<file path="src/verilog/rail_seq_pkg.sv">
`default_nettype none
package rail_seq_pkg;

	// ----------------------------------------------------------------
	// Register map
	// ----------------------------------------------------------------
	localparam logic [7:0] GAP_LOW_ADDR   = 8'h20;
	localparam logic [7:0] GAP_HIGH_ADDR  = 8'h21;
	localparam logic [7:0] BUCK12_ADDR    = 8'h22;
	localparam logic [7:0] BUCK34_ADDR    = 8'h23;
	localparam logic [7:0] GAP_LOW_RST    = 8'h06;
	localparam logic [7:0] GAP_HIGH_RST   = 8'h00;
	localparam logic [7:0] BUCK12_RST     = 8'h94;
	localparam logic [7:0] BUCK34_RST     = 8'h8A;
	localparam int         FACTOR_BIT     = 7;
	localparam int         GAP9_BIT       = 0;

	// ----------------------------------------------------------------
	// Strobes and timing
	// ----------------------------------------------------------------
	localparam int         RAILS          = 4;
	localparam logic [3:0] FIRST_STROBE   = 4'h1;
	localparam logic [3:0] LAST_STROBE    = 4'hA;
	localparam logic [3:0] MIN_SLOT       = 4'h3;
	localparam int         CLK_HZ         = 200_000_000;
	localparam int         SHORT_GAP_MS   = 2;
	localparam int         LONG_GAP_MS    = 5;
	localparam int         SHORT_GAP_CYC  = SHORT_GAP_MS * (CLK_HZ / 1000);
	localparam int         LONG_GAP_CYC   = LONG_GAP_MS * (CLK_HZ / 1000);
	localparam int         DOWN_SCALE     = 10;
	localparam int         TW             = 24;

	typedef struct packed {
		logic                  factor;
		logic [8:0]            gap;
		logic [RAILS-1:0][3:0] slot;
	} cfg_t;

	typedef enum logic [1:0] {
		S_IDLE = 2'b00,
		S_GAP  = 2'b01
	} seq_state_t;

endpackage
`default_nettype wire

</file>
<file path="src/verilog/rail_seq_config.sv">
`timescale 1ns/1ps
`default_nettype none
module rail_seq_config
	import rail_seq_pkg::*;
#(
	parameter logic [TW-1:0] SHORT_CYC = TW'(SHORT_GAP_CYC),
	parameter logic [TW-1:0] LONG_CYC  = TW'(LONG_GAP_CYC)
)(
	input  wire logic             clk_i,
	input  wire logic             nrst_i,
	input  wire logic             unlock_i,
	input  wire logic             reg_wr_i,
	input  wire logic             reg_rd_i,
	input  wire logic [7:0]       reg_addr_i,
	input  wire logic [7:0]       reg_wdata_i,
	output var  logic [7:0]       reg_rdata_o,
	input  wire logic             pwr_up_req_i,
	input  wire logic             pwr_dn_req_i,
	output var  logic             strobe_o,
	output var  logic [3:0]       strobe_num_o,
	output var  logic             busy_o,
	output var  logic [RAILS-1:0] rail_en_o
);
	// ----------------------------------------------------------------
	// Registers
	// ----------------------------------------------------------------
	cfg_t          cfg_r;
	seq_state_t    state_r;
	logic          up_r;
	logic          tmr_start_r;
	logic [TW-1:0] tmr_load_r;
	logic          tmr_done;
	logic [3:0]    next_num;
	logic          fire;
	logic [TW-1:0] gap_nxt;

	always_ff @(posedge clk_i or negedge nrst_i) begin
		if (!nrst_i) begin
			cfg_r.gap[7:0] <= GAP_LOW_RST;
			cfg_r.gap[8]   <= GAP_HIGH_RST[GAP9_BIT];
			cfg_r.factor   <= GAP_HIGH_RST[FACTOR_BIT];
			cfg_r.slot     <= {BUCK34_RST, BUCK12_RST};
		end else if (reg_wr_i && unlock_i) begin
			unique case (reg_addr_i)
				GAP_LOW_ADDR: cfg_r.gap[7:0] <= reg_wdata_i;
				GAP_HIGH_ADDR: begin
					cfg_r.gap[8] <= reg_wdata_i[GAP9_BIT];
					cfg_r.factor <= reg_wdata_i[FACTOR_BIT];
				end
				BUCK12_ADDR: cfg_r.slot[1:0] <= {reg_wdata_i[7:4], reg_wdata_i[3:0]};
				BUCK34_ADDR: cfg_r.slot[3:2] <= {reg_wdata_i[7:4], reg_wdata_i[3:0]};
				default: ;
			endcase
		end
	end

	// Reserved bits of the second timing register read as zero
	always_ff @(posedge clk_i or negedge nrst_i) begin
		if (!nrst_i) begin
			reg_rdata_o <= 8'h00;
		end else if (reg_rd_i) begin
			unique case (reg_addr_i)
				GAP_LOW_ADDR:  reg_rdata_o <= cfg_r.gap[7:0];
				GAP_HIGH_ADDR: reg_rdata_o <= {cfg_r.factor, 6'h00, cfg_r.gap[8]};
				BUCK12_ADDR:   reg_rdata_o <= {cfg_r.slot[1], cfg_r.slot[0]};
				BUCK34_ADDR:   reg_rdata_o <= {cfg_r.slot[3], cfg_r.slot[2]};
				default:       reg_rdata_o <= 8'h00;
			endcase
		end
	end

	// ----------------------------------------------------------------
	// Sequencer
	// ----------------------------------------------------------------
	// Gap following the strobe just fired: after n going up, before n-1 going down
	always_comb begin
		logic       bit_sel;
		logic [3:0] gi;
		bit_sel = 1'b0;
		gi      = up_r ? next_num - 4'h1 : next_num - 4'h2;
		if (gi < 4'h9) begin
			bit_sel = cfg_r.gap[gi];
		end
		gap_nxt = bit_sel ? LONG_CYC : SHORT_CYC;
		if (!up_r && cfg_r.factor) begin
			gap_nxt = TW'(gap_nxt * DOWN_SCALE);
		end
	end

	always_comb begin
		fire     = 1'b0;
		next_num = strobe_num_o;
		if (state_r == S_IDLE) begin
			fire     = pwr_up_req_i || pwr_dn_req_i;
			next_num = pwr_up_req_i ? FIRST_STROBE : LAST_STROBE;
		end else if (tmr_done) begin
			fire     = 1'b1;
			next_num = up_r ? strobe_num_o + 4'h1 : strobe_num_o - 4'h1;
		end
	end

	always_ff @(posedge clk_i or negedge nrst_i) begin
		if (!nrst_i) begin
			up_r <= 1'b1;
		end else if (state_r == S_IDLE && fire) begin
			up_r <= pwr_up_req_i;
		end
	end

	always_ff @(posedge clk_i or negedge nrst_i) begin
		if (!nrst_i) begin
			state_r      <= S_IDLE;
			busy_o       <= 1'b0;
			strobe_o     <= 1'b0;
			strobe_num_o <= 4'h0;
			tmr_start_r  <= 1'b0;
			tmr_load_r   <= '0;
		end else begin
			strobe_o    <= fire;
			tmr_start_r <= 1'b0;
			if (fire) begin
				strobe_num_o <= next_num;
				if ((up_r || state_r == S_IDLE) && state_r != S_IDLE && next_num == LAST_STROBE
					|| state_r != S_IDLE && !up_r && next_num == FIRST_STROBE) begin
					state_r <= S_IDLE;
					busy_o  <= 1'b0;
				end else begin
					state_r <= S_GAP;
					busy_o  <= 1'b1;
				end
			end
			if (strobe_o && state_r == S_GAP) begin
				tmr_start_r <= 1'b1;
				tmr_load_r  <= gap_nxt;
			end
		end
	end

	gap_timer u_timer (
		.clk_i   (clk_i),
		.nrst_i  (nrst_i),
		.start_i (tmr_start_r),
		.load_i  (tmr_load_r),
		.done_o  (tmr_done)
	);

	// ----------------------------------------------------------------
	// Rail enables
	// ----------------------------------------------------------------
	genvar r;
	generate
		for (r = 0; r < RAILS; r++) begin : g_rail
			always_ff @(posedge clk_i or negedge nrst_i) begin
				if (!nrst_i) begin
					rail_en_o[r] <= 1'b0;
				end else if (strobe_o && strobe_num_o == cfg_r.slot[r]
					&& cfg_r.slot[r] >= MIN_SLOT && cfg_r.slot[r] <= LAST_STROBE) begin
					rail_en_o[r] <= up_r;
				end
			end
		end
	endgenerate

	// ----------------------------------------------------------------
	// Checks
	// ----------------------------------------------------------------
	a_locked_write_ignored: assert property (@(posedge clk_i) disable iff (!nrst_i)
		reg_wr_i && !unlock_i |=> $stable(cfg_r))
		else $error("locked write changed configuration");
	a_slot_reg_read: assert property (@(posedge clk_i) disable iff (!nrst_i)
		reg_rd_i && reg_addr_i == BUCK12_ADDR && !reg_wr_i
		|=> reg_rdata_o == {$past(cfg_r.slot[1]), $past(cfg_r.slot[0])})
		else $error("rail slot readback wrong");
	a_up_gap_value: assert property (@(posedge clk_i) disable iff (!nrst_i)
		tmr_start_r && up_r && strobe_num_o < 4'h9
		|-> tmr_load_r == (cfg_r.gap[strobe_num_o - 4'h1] ? LONG_CYC : SHORT_CYC))
		else $error("power-up gap length wrong");
	a_gap_nine_value: assert property (@(posedge clk_i) disable iff (!nrst_i)
		tmr_start_r && up_r && strobe_num_o == 4'h9
		|-> tmr_load_r == (cfg_r.gap[8] ? LONG_CYC : SHORT_CYC))
		else $error("gap after strobe nine wrong");
	a_down_scaled: assert property (@(posedge clk_i) disable iff (!nrst_i)
		tmr_start_r && !up_r && cfg_r.factor
		|-> tmr_load_r == TW'(DOWN_SCALE * SHORT_CYC) || tmr_load_r == TW'(DOWN_SCALE * LONG_CYC))
		else $error("power-down gap not scaled");
	a_strobe_order: assert property (@(posedge clk_i) disable iff (!nrst_i)
		strobe_o && busy_o && $past(busy_o) |-> strobe_num_o == (up_r
			? $past(strobe_num_o) + 4'h1 : $past(strobe_num_o) - 4'h1) || $past(strobe_o))
		else $error("strobe order broken");
	a_rail_on_slot: assert property (@(posedge clk_i) disable iff (!nrst_i)
		strobe_o && up_r && strobe_num_o == cfg_r.slot[0] && cfg_r.slot[0] >= MIN_SLOT
		&& cfg_r.slot[0] <= LAST_STROBE |=> rail_en_o[0])
		else $error("rail not enabled at its strobe");
	a_rail_unowned: assert property (@(posedge clk_i) disable iff (!nrst_i)
		(cfg_r.slot[1] < MIN_SLOT || cfg_r.slot[1] > LAST_STROBE) |=> $stable(rail_en_o[1]))
		else $error("sequencer moved an unowned rail");
	a_idle_up_first: assert property (@(posedge clk_i) disable iff (!nrst_i)
		state_r == S_IDLE && pwr_up_req_i
		|=> strobe_o && strobe_num_o == FIRST_STROBE && up_r)
		else $error("power-up did not start at the first strobe");
	a_idle_down_last: assert property (@(posedge clk_i) disable iff (!nrst_i)
		state_r == S_IDLE && pwr_dn_req_i && !pwr_up_req_i
		|=> strobe_o && strobe_num_o == LAST_STROBE && !up_r)
		else $error("power-down did not start at the last strobe");
	// Requests arriving mid-sequence must not sneak in an extra strobe
	a_no_early_strobe: assert property (@(posedge clk_i) disable iff (!nrst_i)
		state_r == S_GAP && !tmr_done |=> !strobe_o)
		else $error("strobe issued before its gap ran out");
	a_down_unscaled: assert property (@(posedge clk_i) disable iff (!nrst_i)
		tmr_start_r && !up_r && !cfg_r.factor
		|-> tmr_load_r == SHORT_CYC || tmr_load_r == LONG_CYC)
		else $error("power-down gap scaled with multiplier clear");
	a_unlocked_write: assert property (@(posedge clk_i) disable iff (!nrst_i)
		reg_wr_i && unlock_i && reg_addr_i == GAP_LOW_ADDR
		|=> cfg_r.gap[7:0] == $past(reg_wdata_i))
		else $error("unlocked write did not land");
	a_rail_off_down: assert property (@(posedge clk_i) disable iff (!nrst_i)
		strobe_o && !up_r && strobe_num_o == cfg_r.slot[0] && cfg_r.slot[0] >= MIN_SLOT
		&& cfg_r.slot[0] <= LAST_STROBE |=> !rail_en_o[0])
		else $error("rail not released at its power-down strobe");
	a_reserved_zero: assert property (@(posedge clk_i) disable iff (!nrst_i)
		reg_rd_i && reg_addr_i == GAP_HIGH_ADDR |=> reg_rdata_o[6:1] == 6'h00)
		else $error("reserved timing bits read non-zero");

endmodule // rail_seq_config
`default_nettype wire

</file>
<file path="src/verilog/gap_timer.sv">
`timescale 1ns/1ps
`default_nettype none
module gap_timer
	import rail_seq_pkg::*;
(
	input  wire logic          clk_i,
	input  wire logic          nrst_i,
	input  wire logic          start_i,
	input  wire logic [TW-1:0] load_i,
	output var  logic          done_o
);
	logic [TW-1:0] cnt_r;
	logic          running_r;

	always_ff @(posedge clk_i or negedge nrst_i) begin
		if (!nrst_i) begin
			cnt_r     <= '0;
			running_r <= 1'b0;
			done_o    <= 1'b0;
		end else if (start_i) begin
			cnt_r     <= load_i - TW'(1);
			running_r <= 1'b1;
			done_o    <= 1'b0;
		end else if (running_r && cnt_r == '0) begin
			running_r <= 1'b0;
			done_o    <= 1'b1;
		end else begin
			cnt_r     <= running_r ? cnt_r - TW'(1) : cnt_r;
			done_o    <= 1'b0;
		end
	end

	a_done_after_run: assert property (@(posedge clk_i) disable iff (!nrst_i)
		done_o |-> $past(running_r) && !running_r)
		else $error("timer done without a running count");

endmodule // gap_timer
`default_nettype wire

</file>
<file path="config.mk">
export PLATFORM = sky130hd
export DESIGN_NAME = rail_seq_config
export DESIGN_NICKNAME = d
export VERILOG_FILES = /design/src/verilog/rail_seq_pkg.sv /design/src/verilog/rail_seq_config.sv /design/src/verilog/gap_timer.sv
export SDC_FILE = /design/constraint.sdc
export NUM_CORES = 1
export LEC_CHECK = 0
export BUFFER_PORTS_ARGS = -buffer_cell sky130_fd_sc_hd__buf_2
export CORE_MARGIN = 10
export CORE_UTILIZATION = 53
export DETAILED_ROUTE_END_ITERATION = 7
export HOLD_SLACK_MARGIN = 0.05
export PLACE_DENSITY = 0.74
export SYNTH_ARGS = -nofsm -noshare
export SYNTH_HDL_FRONTEND = slang
export SYNTH_SLANG_ARGS = --single-unit
</file>
<file path="constraint.sdc">
create_clock -name clk_i -period 5.15 [get_ports clk_i]
set_clock_uncertainty 0.15 [all_clocks]
set_input_delay 0 -clock clk_i [delete_from_list [all_inputs] [get_ports clk_i]]
set_output_delay 0 -clock clk_i [all_outputs]
set_load 0.005 [all_outputs]
</file>
==> flow_summary.json <==
{
  "status": "finished, final reports clean",
  "viasPerCell": 5.82,
  "detail-route-antenna-nets": 0,
  "comb_power_share": 0.201,
  "post-route-period-util": 0.773,
  "crit_path_cell_trace": "clkinv_1 > ha_1 > xnor2_1 > mux2_2 > nand2_1 > ha_1 > a21oi_1 > o311a_1 > or3_1 > a31oi_2 > inv_1 > ha_1 > o21ai_0",
  "cts_sinks": 83,
  "syn-num-nets": 549,
  "antenna_found_initial": 1,
  "p_per_area_nw_per_um2": 305,
  "fmax_mhz": 251,
  "critPathKind": "reg -> reg",
  "wire_per_inst_um": 17.2,
  "synth_top_family_by_area": "simple AND/OR/NAND/NOR gates",
  "drive_gt1_frac": 0.203,
  "critPathLaunchType": "register",
  "tightest_slew_ns": 1.08,
  "drt_iter0_drc": 251,
  "cp_max_fo": 17,
  "cts_buffer_depth": 2,
  "rsz0062_at_grt": "no",
  "die_h_um": 117,
  "reg2reg_slack_ns": 1.17,
  "nets": 594,
  "clkTransAtPathRegs_ns": 0.08,
  "p_int_w": 0.00118,
  "firstDrtPassIters": 5,
  "drc_errors": 0,
  "ys_types": 67,
  "critPathCaptureType": "register",
  "fin_setup_tns_ns": 0,
  "cts_buffers": 9,
  "netlist_area_um2": 5000,
  "hold_class": "in -> reg",
  "max_stage_delay_ns": 0.72,
  "num_rows": 35,
  "synth_fa_ha_area_frac": 0.0390,
  "grt_use_total": 0.181,
  "core_um2": 9200,
  "slew_violations": 0,
  "dp.final_hpwl_mm": 8.11,
  "total_power_w": 0.00172,
  "startpoint": "up_r$_DFFE_PN1P_",
  "async_reset_ff_frac": 1.00,
  "cts.htree.levels": 3,
  "avgSynthCellArea_um2": 9.79,
  "finalWirelength_mm": 11.6,
  "synth_edf_count": 0,
  "grt_pass1_vias": 3924,
  "worst_ep_arrival_time_ns": 4.10,
  "rr_startpoint": "up_r$_DFFE_PN1P_",
  "r2r.worst_path.cells": 13,
  "cts_tree": "built",
  "p_clk_frac": 0.309,
  "num_vias": 3920,
  "synth_xor_area_frac": 0.0873,
  "crit_slowest_cell": "dfstp_2",
  "synthMuxAreaShare": 0.114,
  "slew_headroom": 0.279,
  "io_buffers": 40,
  "synth_top_area_cell": "dfrtp_1",
  "gp_congestion": 0.871,
  "p_sw_w": 0.000533,
  "synth_warnings": 0,
  "setup_ws_ns": 1.17,
  "synth.area.top_cells": "dfrtp_1, mux2_2, dfstp_2",
  "switching_share": 0.310,
  "synth_seq_area_share": 0.417,
  "synth-compound-area-share": 0.132,
  "ys_ff_latch": 83,
  "start_util": 0.544,
  "grt_pass1_wl_mm": 19.6,
  "syn_inst": 511,
  "cp_common_cell": "ha_1",
  "synthTopCellsByCount": "dfrtp_1, nand2_1, nor2_1, mux2_2, xor2_1",
  "ir_worst_vdd_mv": 0.220,
  "crit_required_ns": 5.27,
  "ys.flop_type": "dfrtp_1",
  "dieArea_um2": 13700,
  "grt_max_degree": 84,
  "leakagePower_nw": 2.49,
  "clk_latency_ns": 0.36,
  "cts_root_buffer": "clkbuf_8",
  "maxCapViolCount": 0,
  "hold_violations": 0,
  "overflow": 0,
  "crit_path_end": "tmr_load_r[18]$_DFFE_PN0P_",
  "synthSimpleGateAreaFrac": 0.173,
  "sequentialPowerShare": 0.490,
  "cts_resized": 0,
  "place_ws_ns": 1.20,
  "setup_violations": 0,
  "area_delta_synth_final_pct": 12.5,
  "ios": 41,
  "worstReg2RegEnd": "tmr_load_r[18]$_DFFE_PN0P_",
  "netlist.area_leader.share": 0.370,
  "die_width_um": 117,
  "fin_crit_ns": 3.98,
  "yosysMostFrequentCell": "dfrtp_1"
}
-- flip-flops by register name, indices dropped and copies added (netlist names) --
name,flops
busy_o,1
rail_en_o,4
reg_rdata_o,8
tmr_load_r,11
tmr_start_r,1
u_timer.running_r,1
cfg_r,26
u_timer.done_o,1
up_r,1
u_timer.cnt_r,24
strobe_o,1
strobe_num_o,4
-- per-layer routing --
metal / global-route usage / vias to the layer above / part of all wire
met5: 0 / - / 0
met4: 0.0593 / 0 / 0.014
met3: 0.0535 / 13 / 0.067
met2: 0.266 / 116 / 0.44
met1: 0.249 / 1900 / 0.48
li1: - / 1891 / -
-- cell type report --
cell class              instances  area (um2)
repair buffers                 58         380
fillers                       770        3560
inverters                      19        73.8
clock buffers                  12         145
clock inverters                 4        73.8
flip-flops and latches         83        2090
well taps                     111         139
diodes                          1        2.50
multi-input cells             385        2730
-- through the flow --
step            util  std cells  hold WS (ns)  instance area [um2]
2_1_floorplan      -        511        -0.446                 5000
3_3_place_gp   0.570        639        0.0964                 5240
3_5_place_dp   0.570        639         0.102                 5240
4_1_cts        0.612        672         0.102                 5630
5_1_grt        0.612        673         0.155                 5630
6_report       0.612        673         0.113                 5630
-- power by group through the flow --
stage / Sequential [W] / Combinational [W] / Clock (W)
6_report: 0.000842 / 0.000345 / 0.000530
5_1_grt: 0.000857 / 0.000401 / 0.000569
4_1_cts: 0.000841 / 0.000346 / 0.000538
3_5_place_dp: 0.000852 / 0.000336 / 0
3_3_place_gp: 0.000848 / 0.000322 / 0
2_1_floorplan: 0.000812 / 0.000279 / 0
-- worst max-delay path, delay by kind of cell (launching register included) --
family | cells | cell delay [ns]
xor gates and xnor gates | 1 | 0.23
and+or+nand+nor | 2 | 0.48
AOI/OAI and AO/OA | 4 | 0.63
adders and majority gates | 3 | 0.97
DFF | 1 | 0.72
buffers and inverters | 2 | 0.50
muxes | 1 | 0.22
-- cell usage in the layout (no fill, tap or decap), types with 3 or more instances in the layout --
master / netlist / routed
a21oi_1: 23 / 23
and2_1: 4 / 4
buf_2: 4 / 39
clkbuf_8: 0 / 10
dfrtp_1: 74 / 74
dfstp_2: 9 / 9
dlygate4sd3_1: 0 / 17
ha_1: 14 / 14
inv_1: 16 / 16
mux2_2: 28 / 28
mux2i_1: 20 / 20
nand2_1: 55 / 55
nand2b_1: 10 / 10
nand3_1: 12 / 12
nand4_1: 3 / 3
nor2_1: 44 / 44
nor2b_1: 4 / 4
nor3_1: 21 / 21
nor4_1: 7 / 7
o2111ai_1: 3 / 3
o211ai_1: 6 / 6
o21ai_0: 24 / 24
o22ai_1: 7 / 7
o31ai_1: 3 / 3
o32a_1: 3 / 3
o32ai_1: 3 / 3
or2_2: 4 / 4
or3_1: 3 / 3
xnor2_1: 22 / 22
xor2_1: 26 / 26
-- worst min path at each step --
stage	endpoint	cells past startpoint	slack, ns	from
final	cfg_r[24]$_DFFE_PN0P_	5	0.11	unlock_i
after global routing	cfg_r[17]$_DFFE_PN1P_	4	0.15	unlock_i
after CTS	cfg_r[24]$_DFFE_PN0P_	5	0.10	unlock_i
after detailed placement	strobe_num_o[0]$_DFFE_PN0N_	1	0.10	nrst_i
after global placement	strobe_num_o[0]$_DFFE_PN0N_	1	0.1	nrst_i
after floorplan	busy_o$_DFFE_PN0N_	0	-0.45	nrst_i
-- logic make-up (layout without fill, tap and decap cells) --
group | count (synthesis) | after routing
AO/OA/AOI/OAI | 91 | 91
XOR/XNOR | 49 | 49
adder cells (fa/ha/maj) | 15 | 15
buffers and inverters | 43 | 93
flip-flops | 83 | 83
multiplexers | 51 | 51
other | 0 | 1
AND/OR/NAND/NOR | 179 | 179
-- repair_timing --
item	CTS	global route
endpoints found under the setup margin	0	0
setup buffers	0	0
endpoints found under the hold margin	113	0
hold buffers	17	0
No activity file was read; power rests on OpenSTA's default activity.
